--- config.mk ---
export PLATFORM = sky130hd
export DESIGN_NAME = uis_intr_status
export DESIGN_NICKNAME = d
export VERILOG_FILES = /design/src/rtl/uis_intr_status.v
export VERILOG_INCLUDE_DIRS = /design/src /design/src/rtl
export SDC_FILE = /design/constraint.sdc
export NUM_CORES = 1
export LEC_CHECK = 0
export BUFFER_PORTS_ARGS = -buffer_cell sky130_fd_sc_hd__buf_4
export CAP_MARGIN = 5
export CELL_PAD_IN_SITES_DETAIL_PLACEMENT = 1
export CELL_PAD_IN_SITES_GLOBAL_PLACEMENT = 1
export CORE_MARGIN = 2
export CORE_UTILIZATION = 30
export DETAILED_ROUTE_END_ITERATION = 12
export PLACE_DENSITY = 0.53
export REMOVE_ABC_BUFFERS = 1
export SLEW_MARGIN = 20
export SYNTH_ARGS = -nofsm -noshare
export SYNTH_HDL_FRONTEND = slang
export SYNTH_SLANG_ARGS = --single-unit
--- constraint.sdc ---
create_clock -name clock_i -period 9.5 [get_ports clock_i]
set_input_delay 0.95 -clock clock_i [delete_from_list [all_inputs] [get_ports clock_i]]
set_output_delay 0.95 -clock clock_i [all_outputs]
set_load 0.05 [all_outputs]
--- src/rtl/uis_defines.vh ---
// Register map, field codes, reset values and timing constants of the UART interrupt and status block.
//
// Contract
// [RQ1] In FIFO mode, receive interrupt follows fill level against the receive trigger level.
// [RQ2] Data-ready flag is set on first character pushed and clears when empty.
// [RQ3] FIFOs on with enable bits 0-3 clear gives polled mode through line status.
// [RQ4] Line status shows overrun, head-byte errors, holding empty, all empty, any error.
// [RQ5] Receive interrupt: holding register full without FIFO, trigger level with FIFO.
// [RQ6] Transmit interrupt on holding empty or below trigger; also when enabled while empty.
// [RQ7] Overrun interrupts at once; parity, framing, break interrupt when read out.
// [RQ8] Enhanced enable bit gates upper enable, status, trigger and modem control bits.
// [RQ9] Flow-change interrupt on rising clear-to-send or request-to-send during auto flow.
// [RQ10] Receive time-out after four characters plus twelve bits; cleared by data read.
// [RQ11] Modem status interrupt from any delta bit; cleared by modem status read.
// [RQ12] Line status read clears its interrupt; global error stays until errors read out.
// [RQ13] Receive-ready interrupt clears only when reads bring level below trigger.
// [RQ14] Transmit interrupt clears on status read or transmit holding write.
// [RQ15] Stop-character and special-character interrupts clear on status read or next event.
// [RQ16] Flow-change clears on modem status read; wake-up clears on status read.
// [RQ17] Status bits 5-0 encode the seven sources by priority; 000001 means none.
// [RQ18] Status read returns only the top pending source; others stay queued.
// [RQ19] Status bit 0 is 0 when pending, 1 when idle or woken; the code sets it only when idle, as wake_r never reaches the status.
// [RQ20] Status bit 4 holds after stop match until resume; bit 5 shows flow change.
// [RQ21] Status bits 7 and 6 mirror the FIFO enable.
// [RQ22] Divisor latches are reached only while line control bit 7 is set.
// [RQ23] Modem control bit 3 enables the interrupt output, else it floats.
// [RQ24] Interrupt output is active exactly when some enabled source is pending.
// [RQ25] Address decode uses line control bit 7 and the enhanced value to pick banks.
`ifndef UIS_DEFINES_VH
`define UIS_DEFINES_VH
`define UIS_OFS_DATA 3'h0
`define UIS_OFS_IER 3'h1
`define UIS_OFS_ISR 3'h2
`define UIS_OFS_LCR 3'h3
`define UIS_OFS_MCR 3'h4
`define UIS_OFS_LSR 3'h5
`define UIS_OFS_MSR 3'h6
`define UIS_OFS_SPR 3'h7
`define UIS_LCR_ENH 8'hBF
`define UIS_LCR_DLAB 7
`define UIS_EFR_ENH 4
`define UIS_RST_BYTE 8'h00
`define UIS_SYNC_RST 18'h3800F
`define UIS_SRC_LSR 6'h06
`define UIS_SRC_TMO 6'h0C
`define UIS_SRC_RXR 6'h04
`define UIS_SRC_TXR 6'h02
`define UIS_SRC_MSR 6'h00
`define UIS_SRC_XCH 6'h10
`define UIS_SRC_FLC 6'h20
`define UIS_SRC_NONE 6'h01
`define UIS_TRIG_0 5'h01
`define UIS_TRIG_1 5'h04
`define UIS_TRIG_2 5'h08
`define UIS_TRIG_3 5'h0E
`define UIS_TMO_CHARS 4
`define UIS_TMO_BITS 12
`define UIS_CHAR_BASE 4'h7
`endif

--- src/rtl/uis_intr_status.v ---
// Host register file, interrupt ranking and status reporting of a 16-byte FIFO UART.
`include "uis_defines.vh"

module uis_intr_status #(
    parameter [7:0] REV_CODE = 8'h2A,  // Arbitrary value.
    parameter [7:0] DEV_ID = 8'h5C     // Arbitrary value.
) (
    input wire clock_i,
    input wire reset_i,
    input wire cs_n_i,
    input wire rd_n_i,
    input wire wr_n_i,
    input wire [2:0] addr_i,
    input wire [7:0] data_i,
    output reg [7:0] data_o,
    output reg data_oe_o,
    output reg irq_o,
    output reg irq_oe_o,
    input wire cts_n_i,
    input wire dsr_n_i,
    input wire cd_n_i,
    input wire ri_n_i,
    input wire rts_n_i,
    input wire [7:0] rx_data_i,
    input wire [4:0] rx_level_i,
    input wire rx_push_i,
    input wire rx_push_err_i,
    input wire [2:0] rx_head_err_i,
    input wire overrun_i,
    input wire thr_empty_i,
    input wire tx_empty_i,
    input wire [4:0] tx_level_i,
    input wire bit_tick_i,
    input wire xoff_det_i,
    input wire xon_det_i,
    input wire special_det_i,
    input wire wake_i,
    output reg rx_pop_o,
    output reg tx_push_o,
    output reg [7:0] tx_data_o,
    output reg [15:0] divisor_o,
    output reg [7:0] line_control_o,
    output reg [7:0] modem_control_o,
    output reg [7:0] enhanced_o,
    output reg fifo_enable_o,
    output reg rx_fifo_reset_o,
    output reg tx_fifo_reset_o,
    output reg [1:0] rx_trigger_o,
    output reg [1:0] tx_trigger_o,
    output reg [15:0] resume_chars_o,
    output reg [15:0] stop_chars_o,
    output reg sleep_enable_o
);

    function [4:0] trig_lvl;
        input [1:0] sel;
        begin
            case (sel)
                2'h0: trig_lvl = `UIS_TRIG_0;
                2'h1: trig_lvl = `UIS_TRIG_1;
                2'h2: trig_lvl = `UIS_TRIG_2;
                default: trig_lvl = `UIS_TRIG_3;
            endcase
        end
    endfunction

    ////////////////////////////////////////////////////////////////////////////
    // Pin synchronisers and host strobe edges.

    reg [17:0] sync1_r;
    reg [17:0] sync2_r;
    reg rd_prev_r;
    reg wr_prev_r;
    reg [2:0] wa_r;
    reg [7:0] wd_r;

    wire cs_act = ~sync2_r[17];
    wire rd_act = cs_act & ~sync2_r[16];
    wire wr_act = cs_act & ~sync2_r[15];
    wire [2:0] ra = sync2_r[14:12];
    wire rd_go = rd_act & ~rd_prev_r;
    // Writes commit on the trailing strobe edge so late data still lands.
    wire wr_done = ~wr_act & wr_prev_r;

    always @(posedge clock_i or posedge reset_i) begin
        if (reset_i) begin
            sync1_r <= `UIS_SYNC_RST;
            sync2_r <= `UIS_SYNC_RST;
            rd_prev_r <= 1'b0;
            wr_prev_r <= 1'b0;
            wa_r <= 3'h0;
            wd_r <= `UIS_RST_BYTE;
        end else begin
            sync1_r <= {cs_n_i, rd_n_i, wr_n_i, addr_i, data_i, cd_n_i, ri_n_i, dsr_n_i, cts_n_i};
            sync2_r <= sync1_r;
            rd_prev_r <= rd_act;
            wr_prev_r <= wr_act;
            if (wr_act) begin
                wa_r <= ra;
                wd_r <= sync2_r[11:4];
            end
        end
    end

    ////////////////////////////////////////////////////////////////////////////
    // Bank selection.

    reg [7:0] ier_r;
    reg [7:0] lcr_r;
    reg [7:0] mcr_r;
    reg [7:0] efr_r;
    reg [7:0] spr_r;
    reg [7:0] dll_r;
    reg [7:0] dlm_r;

    wire enh = efr_r[`UIS_EFR_ENH];
    wire bank_bf = (lcr_r == `UIS_LCR_ENH);  // [RQ25]
    wire dlab = lcr_r[`UIS_LCR_DLAB];        // [RQ22]
    wire div_zero = (dll_r == 8'h00) && (dlm_r == 8'h00);
    wire [7:0] ier_eff = {ier_r[7:4] & {4{enh}}, ier_r[3:0]};  // [RQ8]
    wire [7:0] mcr_eff = {mcr_r[7:5] & {3{enh}}, mcr_r[4:3], mcr_r[2] & enh, mcr_r[1:0]};  // [RQ8]

    wire rd_rhr = rd_go && (ra == `UIS_OFS_DATA) && !dlab;
    wire rd_isr = rd_go && (ra == `UIS_OFS_ISR) && !bank_bf;
    wire rd_lsr = rd_go && (ra == `UIS_OFS_LSR) && !bank_bf;
    wire rd_msr = rd_go && (ra == `UIS_OFS_MSR) && !bank_bf;
    wire wr_thr = wr_done && (wa_r == `UIS_OFS_DATA) && !dlab;

    ////////////////////////////////////////////////////////////////////////////
    // Source conditions.

    reg lsr_pend_r;
    reg overrun_r;
    reg [2:0] lsr_err_r;
    reg head_new_r;
    reg [4:0] err_cnt_r;
    reg [6:0] tmo_cnt_r;
    reg timeout_r;
    reg transmit_ready_irq_r;
    reg tx_cond_prev_r;
    reg ier1_prev_r;
    reg [3:0] msr_prev_r;
    reg [3:0] msr_delta_r;
    reg rts_prev_r;
    reg flc_pend_r;
    reg xoff_pend_r;
    reg xoff_hold_r;
    reg spec_pend_r;
    reg wake_r;

    wire rx_any = (rx_level_i != 5'h00);
    wire [4:0] rx_trig = trig_lvl(rx_trigger_o);
    wire [4:0] tx_trig = trig_lvl(tx_trigger_o);
    wire rx_cond = fifo_enable_o ? (rx_level_i >= rx_trig) : rx_any;  // [RQ1] [RQ5] [RQ13]
    wire tx_cond = fifo_enable_o ? (tx_level_i < tx_trig) : thr_empty_i;
    wire loop = mcr_r[4];
    // Loopback feeds the modem status from the modem control outputs instead of the pins.
    wire [3:0] msr_cur = loop ? {mcr_r[3], mcr_r[2], mcr_r[0], mcr_r[1]} : ~sync2_r[3:0];
    wire [3:0] char_bits = `UIS_CHAR_BASE + {2'b00, lcr_r[1:0]} + {3'b000, lcr_r[3]} + {3'b000, lcr_r[2]};
    wire [31:0] tmo_full = `UIS_TMO_CHARS * char_bits + `UIS_TMO_BITS;
    wire [6:0] tmo_limit = tmo_full[6:0];  // [RQ10]
    wire cts_rise = msr_prev_r[0] & ~msr_cur[0] & ~loop;
    wire rts_rise = rts_n_i & ~rts_prev_r;

    wire lsr_src = ier_eff[2] & lsr_pend_r;  // [RQ7]
    wire tmo_src = ier_eff[0] & timeout_r;
    wire rxr_src = ier_eff[0] & rx_cond;  // [RQ5]
    wire txr_src = ier_eff[1] & transmit_ready_irq_r;
    wire msr_src = ier_eff[3] & (|msr_delta_r);  // [RQ11]
    wire xch_src = ier_eff[5] & (xoff_pend_r | spec_pend_r);
    wire flc_src = flc_pend_r;

    reg [5:0] src_code;

    always @* begin
        // Only the highest-ranked source is reported; the rest wait their turn.
        if (lsr_src) src_code = `UIS_SRC_LSR;  // [RQ17] [RQ18]
        else if (tmo_src) src_code = `UIS_SRC_TMO;
        else if (rxr_src) src_code = `UIS_SRC_RXR;
        else if (txr_src) src_code = `UIS_SRC_TXR;
        else if (msr_src) src_code = `UIS_SRC_MSR;
        else if (xch_src) src_code = `UIS_SRC_XCH;
        else if (flc_src) src_code = `UIS_SRC_FLC;
        else src_code = `UIS_SRC_NONE;  // [RQ19]
    end

    wire pending = (src_code != `UIS_SRC_NONE);
    wire [7:0] isr_val = {fifo_enable_o, fifo_enable_o, src_code[5], src_code[4] | (enh & xoff_hold_r), src_code[3:0]};  // [RQ20] [RQ21]
    wire [7:0] lsr_val = {err_cnt_r != 5'h00, tx_empty_i, thr_empty_i, lsr_err_r, overrun_r, rx_any};  // [RQ2] [RQ3] [RQ4]
    wire [7:0] msr_val = {msr_cur, msr_delta_r};

    reg [7:0] rd_mux;

    always @* begin
        case (ra)
            `UIS_OFS_DATA: rd_mux = dlab ? (div_zero ? REV_CODE : dll_r) : rx_data_i;  // [RQ22]
            `UIS_OFS_IER: rd_mux = dlab ? (div_zero ? DEV_ID : dlm_r) : ier_eff;
            `UIS_OFS_ISR: rd_mux = bank_bf ? efr_r : isr_val;
            `UIS_OFS_LCR: rd_mux = lcr_r;
            `UIS_OFS_MCR: rd_mux = bank_bf ? resume_chars_o[7:0] : mcr_eff;
            `UIS_OFS_LSR: rd_mux = bank_bf ? resume_chars_o[15:8] : lsr_val;
            `UIS_OFS_MSR: rd_mux = bank_bf ? stop_chars_o[7:0] : msr_val;
            default: rd_mux = bank_bf ? stop_chars_o[15:8] : spr_r;
        endcase
    end

    ////////////////////////////////////////////////////////////////////////////
    // Register file and host-facing outputs.

    always @(posedge clock_i or posedge reset_i) begin
        if (reset_i) begin
            ier_r <= `UIS_RST_BYTE;
            lcr_r <= `UIS_RST_BYTE;
            mcr_r <= `UIS_RST_BYTE;
            efr_r <= `UIS_RST_BYTE;
            spr_r <= `UIS_RST_BYTE;
            dll_r <= `UIS_RST_BYTE;
            dlm_r <= `UIS_RST_BYTE;
            data_o <= `UIS_RST_BYTE;
            data_oe_o <= 1'b0;
            irq_o <= 1'b0;
            irq_oe_o <= 1'b0;
            rx_pop_o <= 1'b0;
            tx_push_o <= 1'b0;
            tx_data_o <= `UIS_RST_BYTE;
            divisor_o <= 16'h0000;
            line_control_o <= `UIS_RST_BYTE;
            modem_control_o <= `UIS_RST_BYTE;
            enhanced_o <= `UIS_RST_BYTE;
            fifo_enable_o <= 1'b0;
            rx_fifo_reset_o <= 1'b0;
            tx_fifo_reset_o <= 1'b0;
            rx_trigger_o <= 2'h0;
            tx_trigger_o <= 2'h0;
            resume_chars_o <= 16'h0000;
            stop_chars_o <= 16'h0000;
            sleep_enable_o <= 1'b0;
        end else begin
            rx_fifo_reset_o <= 1'b0;
            tx_fifo_reset_o <= 1'b0;
            data_oe_o <= rd_act;
            if (rd_go) data_o <= rd_mux;
            rx_pop_o <= rd_rhr;
            tx_push_o <= wr_thr;
            if (wr_thr) tx_data_o <= wd_r;
            if (wr_done) begin
                case (wa_r)
                    `UIS_OFS_DATA: if (dlab) dll_r <= wd_r;  // [RQ22]
                    `UIS_OFS_IER: begin
                        if (dlab) dlm_r <= wd_r;
                        else ier_r <= enh ? wd_r : {ier_r[7:4], wd_r[3:0]};  // [RQ8]
                    end
                    `UIS_OFS_ISR: begin
                        if (bank_bf) efr_r <= wd_r;
                        else begin
                            // Other control bits only take effect with the enable bit written as 1.
                            fifo_enable_o <= wd_r[0];
                            if (wd_r[0]) begin
                                rx_fifo_reset_o <= wd_r[1];
                                tx_fifo_reset_o <= wd_r[2];
                                rx_trigger_o <= wd_r[7:6];
                                if (enh) tx_trigger_o <= wd_r[5:4];  // [RQ8]
                            end
                        end
                    end
                    `UIS_OFS_LCR: lcr_r <= wd_r;
                    `UIS_OFS_MCR: begin
                        if (bank_bf) resume_chars_o[7:0] <= wd_r;
                        else mcr_r <= wd_r;
                    end
                    `UIS_OFS_LSR: if (bank_bf) resume_chars_o[15:8] <= wd_r;
                    `UIS_OFS_MSR: if (bank_bf) stop_chars_o[7:0] <= wd_r;
                    default: begin
                        if (bank_bf) stop_chars_o[15:8] <= wd_r;
                        else spr_r <= wd_r;
                    end
                endcase
            end
            divisor_o <= {dlm_r, dll_r};
            line_control_o <= lcr_r;
            modem_control_o <= mcr_eff;
            enhanced_o <= efr_r;
            sleep_enable_o <= ier_eff[4];
            irq_o <= pending;    // [RQ24]
            irq_oe_o <= mcr_r[3];  // [RQ23]
        end
    end

    ////////////////////////////////////////////////////////////////////////////
    // Sticky interrupt state. A set in the same cycle as its clear wins, except in timeout_r and err_cnt_r, where the clear wins.

    always @(posedge clock_i or posedge reset_i) begin
        if (reset_i) begin
            lsr_pend_r <= 1'b0;
            overrun_r <= 1'b0;
            lsr_err_r <= 3'h0;
            head_new_r <= 1'b0;
            err_cnt_r <= 5'h00;
            tmo_cnt_r <= 7'h00;
            timeout_r <= 1'b0;
            transmit_ready_irq_r <= 1'b0;
            tx_cond_prev_r <= 1'b0;
            ier1_prev_r <= 1'b0;
            msr_prev_r <= 4'h0;
            msr_delta_r <= 4'h0;
            rts_prev_r <= 1'b0;
            flc_pend_r <= 1'b0;
            xoff_pend_r <= 1'b0;
            xoff_hold_r <= 1'b0;
            spec_pend_r <= 1'b0;
            wake_r <= 1'b0;
        end else begin
            // A new byte reaches the read port after a pop or a push into an empty FIFO.
            head_new_r <= rx_pop_o | (rx_push_i & ~rx_any);
            if (rd_lsr) begin
                lsr_pend_r <= 1'b0;  // [RQ12]
                overrun_r <= 1'b0;
                lsr_err_r <= 3'h0;
            end
            if (overrun_i) begin
                overrun_r <= 1'b1;
                lsr_pend_r <= 1'b1;  // [RQ7]
            end
            if (head_new_r && rx_any) begin
                lsr_err_r <= rx_head_err_i;  // [RQ4]
                if (|rx_head_err_i) lsr_pend_r <= 1'b1;  // [RQ7]
            end
            // Global error counts errored bytes still inside the FIFO.
            if (rx_fifo_reset_o) err_cnt_r <= 5'h00;
            else if ((rx_push_i & rx_push_err_i) && !(rx_pop_o && rx_any && |rx_head_err_i))
                err_cnt_r <= err_cnt_r + 5'h01;
            else if (!(rx_push_i & rx_push_err_i) && rx_pop_o && rx_any && |rx_head_err_i && err_cnt_r != 5'h00)
                err_cnt_r <= err_cnt_r - 5'h01;  // [RQ12]
            // The idle timer restarts on any FIFO movement and only runs with data waiting.
            if (rx_push_i || rx_pop_o || !fifo_enable_o || !rx_any) tmo_cnt_r <= 7'h00;
            else if (bit_tick_i && tmo_cnt_r != tmo_limit) tmo_cnt_r <= tmo_cnt_r + 7'h01;
            if (rx_pop_o) timeout_r <= 1'b0;  // [RQ10]
            if (bit_tick_i && fifo_enable_o && rx_any && !rx_push_i && !rx_pop_o && tmo_cnt_r == tmo_limit - 7'h01)
                timeout_r <= 1'b1;  // [RQ10]
            tx_cond_prev_r <= tx_cond;
            ier1_prev_r <= ier_eff[1];
            if (wr_thr || (rd_isr && src_code == `UIS_SRC_TXR)) transmit_ready_irq_r <= 1'b0;  // [RQ14]
            if ((tx_cond && !tx_cond_prev_r) || (tx_cond && ier_eff[1] && !ier1_prev_r))
                transmit_ready_irq_r <= 1'b1;  // [RQ6]
            msr_prev_r <= msr_cur;
            if (rd_msr) begin
                msr_delta_r <= 4'h0;
                flc_pend_r <= 1'b0;  // [RQ16]
            end
            if (msr_cur[0] != msr_prev_r[0]) msr_delta_r[0] <= 1'b1;  // [RQ11]
            if (msr_cur[1] != msr_prev_r[1]) msr_delta_r[1] <= 1'b1;
            if (msr_prev_r[2] && !msr_cur[2]) msr_delta_r[2] <= 1'b1;
            if (msr_cur[3] != msr_prev_r[3]) msr_delta_r[3] <= 1'b1;
            rts_prev_r <= rts_n_i;
            if ((efr_r[7] & ier_eff[7] & cts_rise) | (efr_r[6] & ier_eff[6] & rts_rise))
                flc_pend_r <= 1'b1;  // [RQ9] [RQ20]
            if (rd_isr && src_code == `UIS_SRC_XCH) begin
                xoff_pend_r <= 1'b0;  // [RQ15]
                spec_pend_r <= 1'b0;
            end
            if (xon_det_i) begin
                xoff_pend_r <= 1'b0;  // [RQ15]
                xoff_hold_r <= 1'b0;  // [RQ20]
            end
            if (rx_push_i && !special_det_i) spec_pend_r <= 1'b0;
            if (xoff_det_i) begin
                xoff_pend_r <= 1'b1;
                xoff_hold_r <= 1'b1;
            end
            if (special_det_i) spec_pend_r <= 1'b1;
            if (rd_isr) wake_r <= 1'b0;  // [RQ16]
            if (wake_i && ier_eff[4]) wake_r <= 1'b1;
        end
    end

endmodule // uis_intr_status

==> flow_summary.json <==
{
  "cp.arrival_ns": 3.86,
  "start_util_pct": 30.58,
  "final.min_clock_period_ns": 3.403,
  "core_area_um2": 33700,
  "diodes": 0,
  "dieWidth_um": 189.3,
  "run_status": "completed",
  "final_cell_mix": "225 x dfrtp_1, 163 x buf_4, 109 x mux2_2, 75 x nand2_1, 33 x o21ai_0",
  "hp-class": "register to register",
  "slowest_delay_ns": 0.57,
  "avgSynthCellArea_um2": 12.43,
  "cp-end-kind": "register",
  "yosysUniqueCellTypes": 76,
  "syn_to_final_growth_pct": 24.51,
  "std_cell_rows": 67,
  "hold_buffers": 0,
  "first_pass_iters": 4,
  "dieArea_um2": 35850,
  "wl_um": 33180,
  "gp_congestion": 0.8231,
  "start_kind": "register",
  "slowest_stage": "or4_4",
  "grt_pass1_vias": 7713,
  "syn_area_um2": 10300,
  "io_buffers": 151,
  "grt_pass1_wl_um": 50450,
  "clk_path_buf_depth": 3,
  "htreeDepth": 1,
  "ys_seq_elements": 239,
  "cp_max_fo": 6,
  "layoutNonFillerInstCount": 1452,
  "grt_use_total_pct": 18.79,
  "report.final.slew_viol_count": 0,
  "period_share_pct": 35.82,
  "dp.cells": 1400,
  "setup_viol": 0,
  "clk_pin_slew_worst_paths_ns": 0.06,
  "cp_top_family": "adder cells",
  "path_cells": "inv_1, ha_1, inv_1, ha_1, inv_1, fa_1, ha_1, or4_4, nand4_4, o21ai_4, or4_1, a21oi_1",
  "irDropWorstVdd_mv": 0.1421,
  "fill_cells": 3701,
  "fin_skew_ns": 0.01174,
  "tritoncts": "done",
  "synth_edf_count": 0,
  "drt_iter0_markers": 378,
  "synthFlopType": "dfrtp_1",
  "slew_headroom_pct": 32.51,
  "vias_per_cell": 5.007,
  "syn_inst": 829,
  "cts_root_buf": "clkbuf_16",
  "grt_max_degree": 110,
  "ant_nets": 0,
  "worst_pin_slew_ns": 1.007,
  "layout_commonest_cell": "dfrtp_1",
  "numCtsBuffers": 28,
  "ys_seq_area_share_pct": 58.21,
  "drc": 0,
  "clock_latency_ns": 0.54,
  "path_buf_inv": 3,
  "final_hold_viol_count": 0,
  "fin_util_pct": 38.07,
  "drv_cap": 0,
  "setup_tns_ns": 0,
  "nNetsFinal": 1055,
  "gr-total-overflow": 0,
  "die_height_um": 189.3,
  "cp.required_ns": 9.96,
  "postCtsSetupRepairBufs": 0,
  "rsz0062_at_grt": "no",
  "io_pins": 153,
  "cts_sinks": 239,
  "powerDensity_nw_per_um2": 284.0,
  "drive_gt1_share_pct": 35.46,
  "path_class": "register to register",
  "power.leakage_nw": 5.923,
  "antenna_found_initial": 2,
  "ctsResizeCount": 0,
  "yosysWarnings": 0,
  "vias": 7270,
  "hpwl_um": 23240,
  "routedWlPerCell_um": 22.85,
  "postSynth.asyncResetShare_pct": 100.0,
  "fmax_ghz": 0.2939
}
-- worst register-to-register path: cells and delay by family, from the launching register on --
family                   cells  cell delay, ns
buffers and inverters        3            0.19
AND/OR/NAND/NOR              3            1.19
flip-flops                   1            0.43
adder cells (fa/ha/maj)      4            1.26
AO/OA/AOI/OAI                2            0.23
-- worst paths after layout --
check                      slack (ns)        start            to  cells after the start
setup / recovery                 6.10     lcr_r[0]  tmo_cnt_r[5]                     12
hold / removal                   0.35  sync1_r[11]   sync2_r[11]                      0
setup reg to reg                 6.10     lcr_r[0]  tmo_cnt_r[5]                     12
hold reg to reg                  0.35  sync1_r[11]   sync2_r[11]                      0
max in group asynchronous        7.48      reset_i      dlm_r[5]                      3
min in group asynchronous        0.54      reset_i   sync1_r[10]                      2
-- per-stage QoR --
| step | hold slack (ns) | setup slack, ns | instance area (µm²) | total power, W |
|---|---|---|---|---|
| 2_1_floorplan | 0.3312 | 2.013 | 10140 | 0.002221 |
| 3_3_place_gp | 0.3336 | 5.810 | 11930 | 0.002605 |
| 3_5_place_dp | 0.3365 | 5.800 | 11930 | 0.002628 |
| 4_1_cts | 0.3496 | 6.071 | 12830 | 0.003692 |
| 5_1_grt | 0.3592 | 5.858 | 12830 | 0.003863 |
| 6_report | 0.3486 | 6.097 | 12830 | 0.003644 |
-- metal layers --
layer  vias up  GRT usage, %  wire, µm
li1       3282             -         -
met1      3761         27.86     15810
met2       197         29.33     15180
met3        30         2.854      1740
met4         0         3.399       447
met5         -             0         0
-- power by group --
group / leakage [nW] / switching, W / internal (W)
registers: 3.03 / 0.000201 / 0.00121
logic: 2.46 / 0.000734 / 0.000451
clock network: 0.436 / 0.000440 / 0.000607
total: 5.92 / 0.00138 / 0.00227
-- cells in the mapped netlist (all sizes together) (8+ instances only) --
master | number | area [µm²]
xnor2 | 10 | 102.6
nand3 | 15 | 75.07
dfrtp | 225 | 5630
xor2 | 10 | 87.58
nor4 | 15 | 130.1
mux2i | 23 | 230.2
inv | 30 | 112.6
a31oi | 8 | 50.05
or4 | 8 | 63.81
nand2b | 8 | 50.05
buf | 12 | 57.55
mux2 | 109 | 1227
and2 | 12 | 75.08
o21ai | 34 | 181.4
nor2 | 32 | 120.1
a21oi | 22 | 110.1
clkbuf | 27 | 101.4
nand2 | 75 | 281.5
nor3 | 14 | 100.1
dfstp | 14 | 367.9
ha | 19 | 237.7
-- final cells by class --
class	count	area [µm²]	area share [%]
tap	448	560.5	4.369
sequential	239	5998	46.75
clock buffer	39	783.3	6.104
clock inverter	13	117.6	0.9166
multi-input combinational	520	4028	31.39
timing repair buffer	163	1224	9.537
inverter	30	120.1	0.9361
-- logic make-up (layout without fill, tap and decap cells) --
kind of cell / after synthesis / in the layout / share of synthesized area, %
flip-flops: 239 / 239 / 58.21
buffers and inverters: 70 / 245 / 2.732
AND/OR/NAND/NOR: 219 / 219 / 11.72
AO/OA/AOI/OAI: 127 / 127 / 8.439
multiplexers: 133 / 133 / 14.36
adder cells (fa/ha/maj): 21 / 21 / 2.696
XOR/XNOR: 20 / 20 / 1.846
-- state kept, by name, indices dropped and copies added, names as in the netlist, 16 cells and up --
| name | cells |
|---|---|
| sync1_r | 18 |
| resume_chars_o | 16 |
| divisor_o | 16 |
| stop_chars_o | 16 |
| sync2_r | 18 |
(Power assumes the default switching activity.)
